`src/core/tiv_defines.svh`:
```
// constants for the timer and interrupt vectoring block
`ifndef TIV_DEFINES_SVH
`define TIV_DEFINES_SVH
`define TIV_CNT_W 14
`define TIV_VEC_NMI 8'h26
`define TIV_VEC_HIGH 8'h3C
`define TIV_VEC_MID 8'h34
`define TIV_VEC_LOW 8'h2C
`define TIV_VEC_NONE 8'h00
`define TIV_MODE_PULSE 2'h0
`define TIV_MODE_SQUARE 2'h1
`define TIV_MODE_RATE 2'h2
`define TIV_MODE_STROBE 2'h3
`define TIV_MASK_RST 3'h7
`define TIV_LEN_RST 14'h0000
`define TIV_MIN_LEN 14'h0002
`endif

```
`src/core/tiv_pkg.sv`:
```
// types for the timer and interrupt vectoring block
package tiv_pkg;
	typedef enum logic [3:0] {
		TIV_ST_IDLE = 4'h1,
		TIV_ST_RUN = 4'h2,
		TIV_ST_DONE = 4'h4,
		TIV_ST_ACK = 4'h8
	} tiv_state_t;
	typedef struct packed {
		logic load;
		logic [1:0] mode;
		logic [13:0] length;
		logic stop;
	} tiv_tmr_cmd_t;
	typedef struct packed {
		logic [13:0] count;
		logic out_n;
		logic done;
		logic running;
	} tiv_tmr_stat_t;
endpackage : tiv_pkg

```
`src/core/tiv_top.sv`:
```
// interrupt routing, priority and vectoring around the interval timer
// Notes on behaviour
// timer counter is fourteen bits, loaded by software with a count length.
// four timer functions, chosen by a software command before or during operation.
// timer count readable at any moment without disturbing the count.
// pulse function drives low only in second half; software loads double width.
// square wave high first half, low second half, reloads at terminal count.
// rate generator divides by count, low pulse and restart at terminal count.
// strobe function gives exactly one low pulse at terminal count.
// timer completion raises the middle-upper maskable request.
// priority: non-maskable, then high, middle, low maskable levels.
// vectors: non-maskable 26, high 3C, middle 34, low 2C.
// three leveled inputs maskable by software; top input never maskable.
// ports one and two raise requests when in latched-and-strobed operation.
// user input wired directly to the non-maskable input.
// outside system should use non-maskable input only for catastrophic events.
// outside request lines are active low.
// only the highest pending unmasked request is presented; others stay pending.
// masked requests wait and are presented once unmasked while still active.
`timescale 1ns/1ps
`default_nettype none
`include "tiv_defines.svh"
module tiv_top #(
	parameter int CNT_W = `TIV_CNT_W
) (
	input wire logic clk_i, // system clock, 25 MHz
	input wire logic rst_n_i, // synchronous reset, active low
	input wire logic fail_n_i, // user catastrophic-error request pin, active low
	input wire logic port1_stb_n_i, // port one strobe pin, active low
	input wire logic port2_stb_n_i, // port two strobe pin, active low
	input wire logic port1_latched_i, // port one set for latched-and-strobed operation
	input wire logic port2_latched_i, // port two set for latched-and-strobed operation
	input wire logic tmr_load_i, // pulse: load length and function, start timer
	input wire logic tmr_stop_i, // pulse: stop timer
	input wire logic [1:0] tmr_mode_i, // timer function select
	input wire logic [CNT_W-1:0] tmr_len_i, // count length
	input wire logic [2:0] mask_wr_i, // pulse per bit: write mask for high, middle, low
	input wire logic [2:0] mask_i, // new mask bits, 1 masks the level
	input wire logic ack_i, // pulse: processor accepts presented vector
	output logic irq_o, // request presented to processor
	output logic [7:0] vec_o, // vector address of presented request
	output logic [CNT_W-1:0] tmr_count_o, // live timer count
	output logic tmr_out_n_o, // timer output, active low
	output logic [3:0] pend_o, // pending: nmi, high, middle, low
	output logic [2:0] mask_o // present mask bits
);
	typedef struct packed {
		logic [2:0] sync1;
		logic [2:0] sync2;
		logic [2:0] prev;
		logic [3:0] pend;
		logic [2:0] mask;
		logic irq;
		logic [7:0] vec;
		logic [CNT_W-1:0] count;
		logic out_n;
	} tiv_top_state_t;
	tiv_top_state_t s_reg, s_next;
	tiv_pkg::tiv_tmr_cmd_t tcmd;
	tiv_pkg::tiv_tmr_stat_t tstat;
	logic [2:0] fall;
	logic [3:0] set;
	logic [3:0] live;
	logic [3:0] clr;
	always_comb begin
		tcmd.load = tmr_load_i;
		tcmd.stop = tmr_stop_i;
		tcmd.mode = tmr_mode_i;
		tcmd.length = tmr_len_i;
	end
	tiv_timer #(.CNT_W(CNT_W)) u_timer (
		.clk_i(clk_i),
		.rst_n_i(rst_n_i),
		.cmd_i(tcmd),
		.stat_o(tstat)
	);
	always_comb begin
		s_next = s_reg;
		// pins inverted once here, active low outside
		s_next.sync1 = {~fail_n_i, ~port1_stb_n_i, ~port2_stb_n_i};
		s_next.sync2 = s_reg.sync1;
		s_next.prev = s_reg.sync2;
		fall = s_reg.sync2 & ~s_reg.prev;
		set = 4'h0;
		set[3] = fall[2];
		set[2] = 1'b0;
		set[1] = tstat.done;
		set[0] = (fall[1] & port1_latched_i) | (fall[0] & port2_latched_i);
		for (int i = 0; i < 3; i++) begin
			if (mask_wr_i[i]) begin
				s_next.mask[i] = mask_i[i];
			end
		end
		live = s_reg.pend & {1'b1, ~s_reg.mask};
		clr = 4'h0;
		if (ack_i && s_reg.irq) begin
			case (s_reg.vec)
				`TIV_VEC_NMI: clr = 4'h8;
				`TIV_VEC_HIGH: clr = 4'h4;
				`TIV_VEC_MID: clr = 4'h2;
				`TIV_VEC_LOW: clr = 4'h1;
				default: clr = 4'h0;
			endcase
		end
		// a new event in the ack cycle survives the clear
		s_next.pend = (s_reg.pend & ~clr) | set;
		s_next.irq = |(live & ~clr);
		if (live[3] && !clr[3]) begin
			s_next.vec = `TIV_VEC_NMI;
		end else if (live[2] && !clr[2]) begin
			s_next.vec = `TIV_VEC_HIGH;
		end else if (live[1] && !clr[1]) begin
			s_next.vec = `TIV_VEC_MID;
		end else if (live[0] && !clr[0]) begin
			s_next.vec = `TIV_VEC_LOW;
		end else begin
			s_next.vec = `TIV_VEC_NONE;
		end
		s_next.count = tstat.count;
		s_next.out_n = tstat.out_n;
	end
	always_ff @(posedge clk_i) begin
		if (!rst_n_i) begin
			s_reg <= '{sync1: 3'h0, sync2: 3'h0, prev: 3'h0, pend: 4'h0, mask: `TIV_MASK_RST,
				irq: 1'b0, vec: `TIV_VEC_NONE, count: '0, out_n: 1'b1};
		end else begin
			s_reg <= s_next;
		end
	end
	assign irq_o = s_reg.irq;
	assign vec_o = s_reg.vec;
	assign tmr_count_o = s_reg.count;
	assign tmr_out_n_o = s_reg.out_n;
	assign pend_o = s_reg.pend;
	assign mask_o = s_reg.mask;
endmodule : tiv_top
`default_nettype wire

```
`src/core/tiv_timer.sv`:
```
// 14-bit interval timer with four output functions
`timescale 1ns/1ps
`default_nettype none
`include "tiv_defines.svh"
module tiv_timer #(
	parameter int CNT_W = `TIV_CNT_W
) (
	input wire logic clk_i, // system clock
	input wire logic rst_n_i, // synchronous reset, active low
	input wire tiv_pkg::tiv_tmr_cmd_t cmd_i, // load or stop command
	output var tiv_pkg::tiv_tmr_stat_t stat_o // count, output and completion pulse
);
	typedef struct packed {
		logic [CNT_W-1:0] cnt;
		logic [CNT_W-1:0] len;
		logic [1:0] mode;
		logic run;
		logic out_n;
		logic done;
	} tiv_tmr_state_t;
	tiv_tmr_state_t s_reg, s_next;
	logic [CNT_W-1:0] half;
	logic tc;
	always_comb begin
		s_next = s_reg;
		s_next.done = 1'b0;
		half = s_reg.len >> 1;
		tc = (s_reg.cnt <= {{(CNT_W-1){1'b0}}, 1'b1});
		if (cmd_i.stop) begin
			s_next.run = 1'b0;
			s_next.out_n = 1'b1;
		end else if (cmd_i.load) begin
			s_next.len = (cmd_i.length < `TIV_MIN_LEN) ? `TIV_MIN_LEN : cmd_i.length;
			s_next.cnt = s_next.len;
			s_next.mode = cmd_i.mode;
			s_next.run = 1'b1;
			s_next.out_n = 1'b1;
		end else if (s_reg.run) begin
			if (tc) begin
				s_next.done = 1'b1;
				case (s_reg.mode)
					`TIV_MODE_PULSE: begin
						s_next.run = 1'b0;
						s_next.out_n = 1'b1;
					end
					`TIV_MODE_SQUARE: begin
						s_next.cnt = s_reg.len;
						s_next.out_n = 1'b1;
					end
					`TIV_MODE_RATE: begin
						s_next.cnt = s_reg.len;
						s_next.out_n = 1'b0;
					end
					`TIV_MODE_STROBE: begin
						s_next.run = 1'b0;
						s_next.out_n = 1'b0;
					end
					default: s_next.run = 1'b0;
				endcase
			end else begin
				s_next.cnt = s_reg.cnt - {{(CNT_W-1){1'b0}}, 1'b1};
				case (s_reg.mode)
					`TIV_MODE_PULSE, `TIV_MODE_SQUARE: s_next.out_n = (s_next.cnt > half);
					default: s_next.out_n = 1'b1;
				endcase
			end
		end else begin
			// one-clock low strobe ends here
			s_next.out_n = 1'b1;
		end
	end
	always_ff @(posedge clk_i) begin
		if (!rst_n_i) begin
			s_reg <= '{cnt: '0, len: `TIV_LEN_RST, mode: `TIV_MODE_PULSE, run: 1'b0, out_n: 1'b1, done: 1'b0};
		end else begin
			s_reg <= s_next;
		end
	end
	// count is read straight from the running register, so a read never disturbs it
	assign stat_o = '{count: s_reg.cnt, out_n: s_reg.out_n, done: s_reg.done, running: s_reg.run};
endmodule : tiv_timer
`default_nettype wire

```
`config.mk`:
```
export PLATFORM = sky130hd
export DESIGN_NAME = tiv_top
export DESIGN_NICKNAME = d
export VERILOG_FILES = /design/src/core/tiv_pkg.sv /design/src/core/tiv_top.sv /design/src/core/tiv_timer.sv
export VERILOG_INCLUDE_DIRS = /design/src /design/src/core
export SDC_FILE = /design/constraint.sdc
export NUM_CORES = 1
export LEC_CHECK = 0
export ABC_AREA = 1
export BUFFER_PORTS_ARGS = -buffer_cell sky130_fd_sc_hd__buf_2
export CAP_MARGIN = 20
export CORE_MARGIN = 4
export CORE_UTILIZATION = 40
export CTS_CLUSTER_DIAMETER = 100
export CTS_CLUSTER_SIZE = 20
export DETAILED_ROUTE_END_ITERATION = 12
export PLACE_DENSITY = 0.65
export SLEW_MARGIN = 20
export SYNTH_ARGS = -nofsm -noshare
export SYNTH_HDL_FRONTEND = slang
export SYNTH_SLANG_ARGS = --single-unit
```
`constraint.sdc`:
```
create_clock -name clk_i -period 3.3 [get_ports clk_i]
set_input_delay 0.99 -clock clk_i [delete_from_list [all_inputs] [get_ports clk_i]]
set_output_delay 0.99 -clock clk_i [all_outputs]
set_load 0.02 [all_outputs]
```
### Word level (Yosys, flattened, before mapping)

Cells that the tools add are included.

| word-level totals | value |
|---|---|
| register bits after elaboration | 73 |
| latch bits | 0 |
| memory bits (writable) | 0 |
| ROM bits | 0 |
| input port bits | 32 |
| output and inout port bits | 31 |
| word-level logic and storage cells | 90 |
| memories | 0 |

| operators by class | value |
|---|---|
| $add $sub $neg | 1 |
| multipliers | 0 |
| divide/modulo/power cells | 0 |
| $lt $le $gt $ge | 3 |
| equality and inequality tests | 8 |
| shift-type cells | 0 |
| mux-type cells | 20 |
| bitwise gates (word level) | 17 |
| reduce and logical (&&, ||, !) cells | 22 |

Operators by type and width:

| cell | number |
|---|---|
| 14-bit 2-to-1 mux | 5 |
| 8-bit by 6-bit == test with 1-bit output, second input constant | 4 |
| 6-bit 2-to-1 mux | 4 |
| 4-bit case mux with 4 select lines | 1 |
| 14-bit by 13-bit greater-than comparator with 1-bit output | 1 |
| 14-bit by 1-bit <= comparator with 1-bit output, second input constant | 1 |
| 14-bit by 2-bit less-than comparator with 1-bit output, second input constant | 1 |
| 14-bit by 1-bit subtractor with 14-bit output, second input constant | 1 |
| 4-bit AND | 3 |
| 2-bit OR reduction | 6 |
| 4-bit OR reduction | 3 |
| 1-bit 2-to-1 mux | 7 |
| 1-bit inverter | 6 |
| 3-bit inverter | 2 |
| 1-bit logical AND | 5 |
| 2-bit == test, second input constant | 2 |
| 1-bit zero test | 4 |
| 4-bit 2-to-1 mux | 1 |
| 4-bit inverter | 1 |
| 4-bit bitwise OR | 1 |
| 3-bit AND | 1 |
| 3-bit inequality test, second input constant | 1 |
| 3-bit AND reduction | 1 |
| 1-bit AND | 2 |
| other kinds (7) | 7 |

### Longest topological paths before layout

Gate-level depths: netlist of run 1.

| depth | value |
|---|---|
| depth after elaboration | 9 |
| mapped depth | 18 |
| mapped depth without buffers | 18 |

### Hierarchy

Synthesis of run 1 repeated with hierarchy kept, for this count alone.

| second synthesis, totals | value |
|---|---|
| cells, all modules | 538 |
| area total of the unflattened synthesis | 3819.9 µm² |

Modules (own cells, without submodules):

| module | times used | cells each | area each (µm²) | seq. area each (µm²) |
|---|---|---|---|---|
| tiv_timer | 1 | 367 | 2426.1 | 660.6 |
| tiv_top | 1 | 171 | 1393.8 | 720.7 |

### Worst setup path before layout of run 1

OpenSTA, ideal clock, no wires.

| timing path | value |
|---|---|
| path kind | register -> register |
| start | reg u_timer.s_reg (netlist bit u_timer.stat_o[3]) |
| end | reg u_timer.s_reg (netlist bit u_timer.stat_o[2]) |
| arrival | 2061 ps |
| path slack | 1169 ps |
| stages on the path, launching flop included | 18 |
| path through | dfxtp_1 > inv_1 > ha_1 > nand2_2 > nor2_2 > xor2_1 > inv_1 > ha_1 > nand2_1 > nor2_1 > nand3_1 > nand3_1 > nand2_1 > nand2_1 > nand2_1 > nand2_1 > nand2_1 > a21oi_1 |

| between the ends | value |
|---|---|
| word-level cells in the longest chain between the ends | 4 |

RTL lines:

| element | line | source |
|---|---|---|
| from (decl) | tiv_timer.sv:21 | `tiv_tmr_state_t s_reg, s_next;` |
| from (signal assigned) | tiv_timer.sv:74 | `` s_reg <= '{cnt: '0, len: `TIV_LEN_RST, mode: `TIV_MODE_PULSE, run: 1'b0, out_n: 1'b1, done: 1'b0}; `` |
| from (signal assigned) | tiv_timer.sv:76 | `s_reg <= s_next;` |
| 14-bit by 1-bit subtractor with 14-bit output | tiv_timer.sv:61 | `s_next.cnt = s_reg.cnt - {{(CNT_W-1){1'b0}}, 1'b1};` |
| 14-bit by 13-bit greater-than comparator with 1-bit output | tiv_timer.sv:63 | `` `TIV_MODE_PULSE, `TIV_MODE_SQUARE: s_next.out_n = (s_next.cnt > half); `` |
| 1-bit 2-to-1 mux | tiv_timer.sv:62 | `case (s_reg.mode)` |
| 1-bit 2-to-1 mux (*) | tiv_timer.sv:39 | `if (tc) begin` |

Mark *: on every way between the ends. The rest lies on a longest branch, timed or not.
A chain may end at the register's enable or synchronous reset.

### Worst setup path after layout of run 1

Same ends and word-level chain as after synthesis.

==> key figures, run 1 <==
Logic synthesis
  – Ranking of synthesized cells by area: dfxtp_1 37%, nand2_1 9.0%, inv_1 8.7%, ha_1 6.4%, buf_4 5.9%
  – Mapped Cells: between 500 and 600
  – Avg Cell Area, Syn: approximately 7.3 µm²
  – Synth cell types: between 40 and 50
  – Sequential element share of the synthesized area: 0.373
  – Dominant cell type by area after synthesis: dfxtp_1
  – EDFF count, synth: 0
  – Top_reg_cell synth: dfxtp_1
  – Cell Area, Synth: roughly 0.0037 mm²
  – Async set or reset register ratio after synthesis: 0
  – Number of synthesized register bits: roughly 70
  – Top-area cell type share of the netlist area: 0.373
  – Synth warnings: 0

Clock network
  – Clk Latency, worst-skew pair: about 0.35 ns
  – H-tree lvl count: 3
  – Inserted Clock Buffers: 9
  – Deepest clock path buffer count: 2
  – # Post-CTS Setup Buffers: 0
  – CTS tree: built
  – Clk slew on worst S/H paths: roughly 0.080 ns
  – Resize count post-CTS: 0
  – CTS sink cnt: 69
  – Hold buffers post-CTS: 0
  – Root Buffer: clkbuf_8

Floorplan
  – Die ar.: around 0.011 mm²
  – Die H: 104 µm
  – Initial Util: 0.418
  – I/O pin count: 63
  – Die width: 104 µm
  – Core ar.: just under 0.009 mm²
  – Std-Cell Rows: 34

Worst setup path
  – R2r endpoint: u_timer.stat_o[2]
  – CP Max Fanout: 6
  – Worst endpoint data arrival time: 2.69 ns
  – Worst setup EP type: register
  – Critical path's most frequent cell: nand2_1
  – CP Capture Point: u_timer.stat_o[2]
  – CP top delay family: simple AND/OR/NAND/NOR gates
  – CP max-delay cell: dfxtp_1
  – R2r worst-path depth: 16
  – Crit Reg-Reg Startpoint: u_timer.stat_o[3]
  – WP depth: 16
  – Worst setup path startpoint: u_timer.stat_o[3]
  – Setup CP Type: register to register
  – WP data required: 3.58 ns
  – Crit path launch type: register
  – Worst-path cell chain: inv_1 -> ha_1 -> nand2_2 -> xor2_1 -> inv_1 -> ha_1 -> nand2_1 -> nor2_1 -> nand3_1 -> nand3_1 -> nand2_1 -> nand2_1 -> nand2_1 -> nand2_1 -> nand2_1 -> a21oi_1
  – Reg2reg setup slack: between 0.8 and 0.9 ns
  – CP max stage delay: about 0.45 ns
  – CP bufs+invs: 2

Layout
  – Area added between synthesis and finish: 8.90%
  – Max reg flops: 17
  – Fin cells: 651
  – Diodes inserted: 0
  – Leading cell type in the layout, fill and taps excluded: nand2_1
  – Layout cell share with drive strength beyond 1: 0.204
  – Final Instance Area: 0.00403 mm²
  – Most frequent cells in the layout: 89 x nand2_1, 86 x inv_1, 69 x dfxtp_1, 59 x buf_2, 46 x nor2_1
  – Nets: ~590

Detailed routing
  – Drc violations: 0
  – Initial drt markers: ~210
  – Routed len/inst: roughly 12 µm
  – Drt total wl: 8080 µm
  – Via count: 3033
  – Via density: 4.66
  – ANT nets after route: 0
  – Drt pass-1 iters: 4

STA
  – Worst setup margin: between 0.8 and 0.9 ns
  – RSZ-0062 raised after global routing: false
  – Final Cycle Share: 0.728
  – Final setup violation count: 0
  – Slew Limit Fails: 0
  – Worst Clk Skew: 0.0117 ns
  – Fin crit period: about 2.4 ns
  – Slew @ Worst Pin: 0.988 ns
  – Slew margin rel.: 0.333
  – Setup_tns: 0 ns
  – Final Hold Viols: 0
  – Fmax: roughly 420 MHz
  – Hold Slack: about 0.42 ns

GRT
  – Gr ovfl total: 0
  – GRT Overall Usage: 0.154
  – Vias in the first global route: about 2900
  – Largest net degree at the start of global routing: 30
  – First-pass GRT wire length: 13600 µm
  – Initial antenna violation count: 0

Min path
  – Worst Hold Class: register to register

Power and ir drop
  – PD cells: about 550 mW/mm²
  – Peak supply drop: approximately 180 µV
  – LEAKAGE: ~2.2 nW

Place
  – Placed cell areas: approximately 0.0038 mm²
  – Gpl congestion: roughly 0.95
  – PortBufs: slightly below 60
  – Post-Place Cells: roughly 640
  – Place WS: between 0.6 and 0.7 ns
  – Post-DP HPWL: between 6000 and 7000 µm

Run
  – Max Cap Viol: 0

Run status
  – Status: finished clean
==> layout make-up <==
cell class,instances,area (µm²)
sequential,69,1380
fill,918,4820
multi-input combinational,305,1650
timing repair buffer,60,303
clock inverter,6,68.8
clock buffer,10,138
inverter,93,349
tap,108,135
==> metrics by stage <==
step	total power, W	util
3_5_place_dp	0.00149	0.432
4_1_cts	0.00222	0.455
2_1_floorplan	0.00139	-
6_report	0.00220	0.455
5_1_grt	0.00234	0.455
3_3_place_gp	0.00149	0.432
==> worst min-delay path, stage by stage, from the launching register on <==
cell and delay [ns]:
dfxtp_1 0.31, nand2_1 0.04, inv_1 0.04
==> worst min-delay path by stage <==
stage,startpoint,to,slack [ns],depth (start not counted)
floorplan,s_next[34],s_next[31],0.39,2
detailed placement,s_next[35],s_next[32],0.40,2
CTS,s_next[35],s_next[32],0.42,2
global placement,s_next[34],s_next[31],0.39,2
finish,s_next[35],s_next[32],0.42,2
global route,s_reg[33],pend_o[3],0.44,1
==> metal layers <==
| layer | up-vias | global-route usage | wire [µm] |
|---|---|---|---|
| li1 | 1603 | - | - |
| met1 | 1337 | 0.202 | 3810 |
| met4 | 0 | 0.0712 | 150 |
| met3 | 14 | 0.0403 | 493 |
| met5 | - | 0 | 0 |
| met2 | 79 | 0.236 | 3620 |
==> power by group <==
part,switching [W],internal [W]
Combinational,0.000351,0.000201
Sequential,0.0000390,0.000887
Clock,0.000344,0.000375
Total,0.000734,0.00146
==> Yosys cell counts, types with 2 or more instances <==
library cell,instances
dfxtp_1,69
clkbuf_1,7
o21ai_1,2
nand3_1,25
o21ai_0,28
nor3_1,3
nand2_2,15
a41oi_1,2
nand2_1,89
buf_2,2
a21oi_2,2
ha_1,19
nand4_1,2
inv_2,6
o211ai_1,4
nor2_1,46
nor2_2,4
inv_1,86
buf_6,4
nand2_4,2
nor2_4,3
nand3b_1,3
a21oi_1,31
xor2_1,9
buf_4,29
==> kinds of logic (layout without fill, tap and decap cells) <==
kind of cell / Yosys count / count (layout) / synth area share
other: 1 / 3 / 0.00101
and+or+nand+nor: 196 / 196 / 0.240
DFF: 69 / 69 / 0.373
buffers and inverters: 137 / 169 / 0.182
adders and majority gates: 19 / 19 / 0.0643
AOI/OAI and AO/OA: 77 / 77 / 0.116
xor gates and xnor gates: 10 / 10 / 0.0237
No activity file was read; power rests on OpenSTA's default activity.
==> inputs of run 2 (changes only) <==
ABC_AREA = 0   (was 1)
clock period = 2.5 ns   (was 3.3 ns; I/O delays follow)
==> run 2 against run 1 <==
Against the previous run: the flow now finishes with violations (setup timing); flip-flop and latch count unchanged; hold slack better by 0.0032 ns; via count up 6.5%; critical path type unchanged; largest cell class unchanged.
==> key figures, run 2 <==
Detailed routing
  – Routed met3 length: 575 µm
  – Drt total wl: around 9000 µm
  – Via density: approximately 5.3
  – Initial drt markers: about 200
  – Routed len/inst: between 10 and 15 µm
  – Drt pass-1 iters: 5
  – Wl on met1: 4240 µm
  – ANT nets after route: 0
  – Drc violations: 0
  – Via count: 3230
  – Routed length on met2: 4060 µm
  – Top Layer Used: met4

Run
  – Max Cap Viol: 0

Logic synthesis
  – Async set or reset register ratio after synthesis: 0
  – Simple-gate share of the synthesized area: 0.215
  – Cell Area, Synth: around 0.0036 mm²
  – Synth cell types: between 50 and 60
  – Sequential element share of the synthesized area: 0.386
  – Synth Area in XOR/XNOR: 0.0220
  – Commonest cells in the netlist: 69 x dfxtp_1, 68 x nand2_1, 29 x a21oi_1, 29 x buf_4, 26 x o21ai_0
  – Dominant cell type by area after synthesis: dfxtp_1
  – Main combinational cell family by area after synthesis: simple AND/OR/NAND/NOR gates
  – Post-synthesis adder-cell area fraction: 0.0665
  – EDFF count, synth: 0
  – Mapped Cells: approximately 440
  – Count leader, synth: dfxtp_1
  – Top_reg_cell synth: dfxtp_1
  – Ranking of synthesized cells by area: dfxtp_1 39%, nand2_1 7.1%, ha_1 6.6%, buf_4 6.1%, a21oi_1 4.1%
  – Compound-Gate Fraction of Synth Area: 0.187
  – Top-area cell type share of the netlist area: 0.386
  – Mux contribution to synthesized area: 0.00840
  – Number of synthesized register bits: 69
  – Synth warnings: 0
  – Avg Cell Area, Syn: 8.05 µm²

Worst setup path
  – Worst setup EP type: register
  – CP max-delay cell: or4_4
  – Worst-path cell chain: or4_4 -> buf_6 -> nor2_2 -> nand2_1 -> xnor2_2 -> ha_1 -> nand4_1 -> nor2_1 -> nand3_1 -> o211ai_1 -> o21ai_1
  – Crit path launch type: register
  – CP bufs+invs: 1
  – Worst endpoint data arrival time: between 2 and 3 ns
  – Crit Reg-Reg Startpoint: u_timer.stat_o[7]
  – CP Max Fanout: 6
  – CP max stage delay: ~0.54 ns
  – CP top delay family: simple AND/OR/NAND/NOR gates
  – Worst setup path startpoint: u_timer.stat_o[7]
  – WP data required: about 2.7 ns
  – Setup CP Type: register to register

Floorplan
  – Core ar.: about 0.0087 mm²
  – Std-Cell Rows: 34
  – Initial Util: 0.410
  – I/O pin count: between 60 and 70
  – Die ar.: about 0.011 mm²
  – Die H: 103 µm
  – Die width: ~100 µm

Place
  – PortBufs: slightly below 60
  – Post-DP HPWL: ~6700 µm
  – Post-Place Cells: 586
  – Gpl congestion: about 0.96

GRT
  – Largest net degree at the start of global routing: 39
  – First-pass GRT wire length: roughly 14000 µm
  – GRT Overall Usage: 0.175
  – Initial antenna violation count: 0
  – Vias in the first global route: around 3000
  – Gr ovfl total: 0

Clock network
  – Root Buffer: clkbuf_8
  – Deepest clock path buffer count: 2
  – Clk slew on worst S/H paths: around 0.09 ns
  – CTS tree: built
  – Inserted Clock Buffers: 9
  – CTS sink cnt: 69
  – H-tree lvl count: 3
  – Hold buffers post-CTS: 0
  – Clk Latency, worst-skew pair: 0.36 ns

Layout
  – Max reg flops: 17
  – Area taken by multi-input logic gates: approximately 0.0019 mm²
  – Most frequent cells in the layout: 67 x nand2_1, 67 x dfxtp_1, 59 x buf_2, 31 x buf_4, 28 x a21oi_1
  – Diodes inserted: 0
  – Register Area: about 0.0014 mm²
  – Nets: around 550
  – Area added between synthesis and finish: 20.0%
  – Fin cells: about 600
  – Fillers: ~850
  – Layout cell share with drive strength beyond 1: 0.265

Power and ir drop
  – Sw Pwr: around 0.001 W
  – Comb pwr share: 0.274
  – Clock power share: 0.349
  – Seq pwr share: 0.377
  – Tot Pwr: roughly 0.0032 W
  – Switch share: 0.306
  – Int Pwr: between 0.002 and 0.0025 W
  – PD cells: approximately 750 mW/mm²
  – LEAKAGE: between 1.5 and 2 nW
  – Peak supply drop: approximately 380 µV

STA
  – RSZ-0062 raised after global routing: true
  – Fin crit period: around 2.5 ns
  – Worst setup margin: -0.00954 ns
  – Worst Clk Skew: 0.0123 ns
  – Slew @ Worst Pin: between 0.5 and 0.6 ns
  – Slew Limit Fails: 0
  – Final Hold Viols: 0
  – Fmax: about 400 MHz
  – Final setup violation count: 1
  – Final Cycle Share: 1.00
  – Slew margin rel.: 0.632

Run status
  – Status: finished, violations left
  – Failing checks: setup timing

Min path
  – Worst Hold Class: register to register
  – Worst hold start: s_next[34]
[run 2: cell families (layout without fill, tap and decap cells)]
family | Yosys count | in the layout
simple gates | 159 | 159
buf+inv | 77 | 132
xor+xnor | 9 | 9
fa+ha+maj | 19 | 19
mux | 3 | 3
compound gates | 107 | 107
other cells | 1 | 3
flops | 69 | 69
[run 2: final cells by class]
class / instances / share of cell area
multi-input combinational: 300 / 0.439
sequential: 69 / 0.324
timing repair buffer: 91 / 0.126
tap: 108 / 0.0315
clock buffer: 9 / 0.0289
clock inverter: 7 / 0.0289
inverter: 25 / 0.0230
[run 2: through the flow]
step	TNS [ns]	utilization	cell area (µm²)	setup slack [ns]	hold WS, ns
finish	-0.00954	0.492	4290	-0.00954	0.420
global placement	0	0.449	3920	0.0615	0.414
CTS	0	0.478	4170	0.0247	0.421
detailed placement	0	0.449	3920	0.000181	0.418
global route	-0.0984	0.492	4290	-0.0984	0.455
floorplan	0	-	3620	0.0224	0.386
[run 2: metal layers]
layer,vias up,GRT usage
met4,0,0.0696
li1,1608,-
met3,15,0.0359
met2,117,0.262
met1,1490,0.246
met5,-,0
[run 2: worst paths after layout]
path	endpoint	slack, ns	depth (start not counted)
max	u_timer.stat_o[2]	-0.01	11
min	s_next[31]	0.42	1
max reg2reg	u_timer.stat_o[2]	-0.01	11
min reg2reg	s_next[31]	0.42	1
[run 2: power by group through the flow]
| stage | clock (W) | sequential (W) | combinational [W] |
|---|---|---|---|
| final | 0.00112 | 0.00121 | 0.000881 |
| after global routing | 0.00118 | 0.00122 | 0.000974 |
| after CTS | 0.00114 | 0.00121 | 0.000791 |
| after detailed placement | 0 | 0.00123 | 0.000782 |
| after global placement | 0 | 0.00123 | 0.000776 |
| after floorplan | 0 | 0.00121 | 0.000581 |
[run 2: what timing repair did]
item | in CTS | in global routing
pin swaps | 0 | 17
endpoints found under the setup margin | 1 | 1
gates resized for setup | 1 | 17
buffers inserted | 0 | 7
==> inputs of run 3 (changes only) <==
GPL_ROUTABILITY_DRIVEN = 0   (was default)
SKIP_CTS_REPAIR_TIMING = 1   (was default)
==> run 3 against run 2 <==
Against the previous run: sequential share of layout area increased by 0.28 points; via count decreased by 0.28%; final cell count decreased by 0.16%; combinational power about the same; the run still ends with setup timing left; die area unchanged; routed wire length increased by 0.52%; register-to-register slack about the same.
==> key figures, run 3 (synthesis results as in run 2) <==
STA
  – Fin crit period: 2.50 ns
  – Hold Slack: about 0.43 ns
  – Fmax: roughly 400 MHz
  – Final Cycle Share: 1.00
  – Slew Limit Fails: 0
  – Slew @ Worst Pin: about 0.54 ns
  – Worst setup margin: -0.000668 ns
  – Slew margin rel.: 0.642
  – RSZ-0062 raised after global routing: true
  – Final Hold Viols: 0
  – Worst Clk Skew: around 0.012 ns
  – Final setup violation count: 1

Clock network
  – Root Buffer: clkbuf_8
  – CTS sink cnt: 69
  – CTS tree: built
  – Clk Latency, worst-skew pair: about 0.35 ns
  – H-tree lvl count: 3
  – Clk slew on worst S/H paths: 0.08 ns
  – Deepest clock path buffer count: 2
  – Inserted Clock Buffers: 9

Detailed routing
  – Initial drt markers: a little over 200
  – Via density: 5.30
  – Drt total wl: ~9100 µm
  – Routed len/inst: around 15 µm
  – Via count: about 3200
  – Drt pass-1 iters: 5
  – ANT nets after route: 0
  – Drc violations: 0

GRT
  – Gr ovfl total: 0
  – M1 GR Usage: 0.252
  – M3 GR Usage: 0.0440
  – Met2 usage: 0.269
  – Vias in the first global route: around 3000
  – First-pass GRT wire length: 14600 µm
  – Largest net degree at the start of global routing: 39
  – Initial antenna violation count: 0
  – GRT Overall Usage: 0.178
  – GRT Max-Usage Layer: met2

Floorplan
  – Die width: just over 100 µm
  – Initial Util: 0.410
  – Core ar.: about 0.0087 mm²
  – Die ar.: approximately 0.011 mm²
  – I/O pin count: between 60 and 70
  – Std-Cell Rows: 34
  – Die H: between 100 and 150 µm

Worst setup path
  – Worst setup EP type: register
  – Worst endpoint data arrival time: 2.75 ns
  – Setup CP Type: register to register
  – Crit Reg-Reg Startpoint: u_timer.stat_o[9]
  – CP Max Fanout: 5
  – WP data required: about 2.7 ns
  – R2r endpoint: u_timer.stat_o[2]
  – Reg2reg setup slack: -0.0007 ns
  – Crit path launch type: register
  – R2r worst-path depth: 11

Layout
  – Diodes inserted: 0
  – Layout cell share with drive strength beyond 1: 0.264
  – Most frequent cells in the layout: 68 x nand2_1, 66 x dfxtp_1, 59 x buf_2, 29 x buf_4, 28 x a21oi_1
  – Nets: 546
  – Max reg flops: 17
  – Area added between synthesis and finish: 19.1%
  – Leading cell type in the layout, fill and taps excluded: nand2_1
  – Fin cells: about 600
  – Fillers: ~850

Run status
  – Status: finished, violations left
  – Failing checks: setup timing

Run
  – Max Cap Viol: 0

Min path
  – Hold path endpoint: s_next[31]
  – Worst Hold Class: register to register
  – Worst hold start: s_next[34]
  – Cells on Worst Hold Path: 1

Power and ir drop
  – Peak supply drop: slightly above 300 µV
  – PD cells: around 700 mW/mm²
  – LEAKAGE: around 1.8 nW

Place
  – Post-DP HPWL: approximately 6700 µm
  – PortBufs: a little under 60
  – Post-Place Cells: roughly 590
==> run 3: critical path: stages (launching register included) <==
cell and delay (ns):
dfxtp_2 0.32, or4_4 0.54, buf_6 0.14, nor2_1 0.17
nand2_1 0.14, xnor2_1 0.16, ha_1 0.29, nand4_1 0.14
nor2_1 0.14, nand3_1 0.08, o211ai_1 0.18, o21ai_1 0.09
==> run 3: worst max path at each step <==
| stage | start | endpoint | slack [ns] | cells after the start |
|---|---|---|---|---|
| finish | u_timer.stat_o[9] | u_timer.stat_o[2] | -0.0007 | 11 |
| global route | u_timer.stat_o[9] | u_timer.stat_o[2] | -0.16 | 11 |
| CTS | u_timer.stat_o[4] | u_timer.stat_o[2] | -0.02 | 10 |
| detailed placement | u_timer.stat_o[4] | u_timer.stat_o[2] | 0.01 | 11 |
| global placement | u_timer.stat_o[7] | u_timer.stat_o[2] | 0.06 | 10 |
| floorplan | u_timer.stat_o[7] | u_timer.stat_o[2] | 0.02 | 11 |
==> run 3: final cells by class <==
class / instances / area [µm²] / area share
Clock buffer: 10 / 138 / 0.0323
Inverter: 25 / 96.3 / 0.0226
Multi-Input combinational cell: 300 / 1890 / 0.443
Tap cell: 108 / 135 / 0.0317
Timing Repair Buffer: 90 / 544 / 0.128
Clock inverter: 6 / 67.6 / 0.0159
Sequential cell: 69 / 1390 / 0.326
==> run 3: through the flow <==
stage,area [µm²],power (W),worst slack (ns),setup TNS (ns),util
finish,4260,0.00303,-0.000668,-0.000668,0.489
global route,4260,0.00322,-0.165,-0.165,0.489
CTS,4120,0.00297,-0.0163,-0.0163,0.472
detailed placement,3910,0.00202,0.0104,0,0.449
global placement,3910,0.00200,0.0610,0,0.449
floorplan,3620,0.00180,0.0224,0,-
==> run 3: routing by layer <==
layer	routed length (µm)	share of wire
met5	0	0
met4	130	0.014
met3	748	0.082
met2	4100	0.45
met1	4110	0.45
==> run 3: power by group <==
| part | internal, W | switching (W) | leakage [nW] |
|---|---|---|---|
| sequential | 0.00116 | 0.0000499 | 0.567 |
| combinational | 0.000402 | 0.000481 | 1.16 |
| clock | 0.000493 | 0.000450 | 0.0993 |
| total | 0.00205 | 0.000981 | 1.82 |
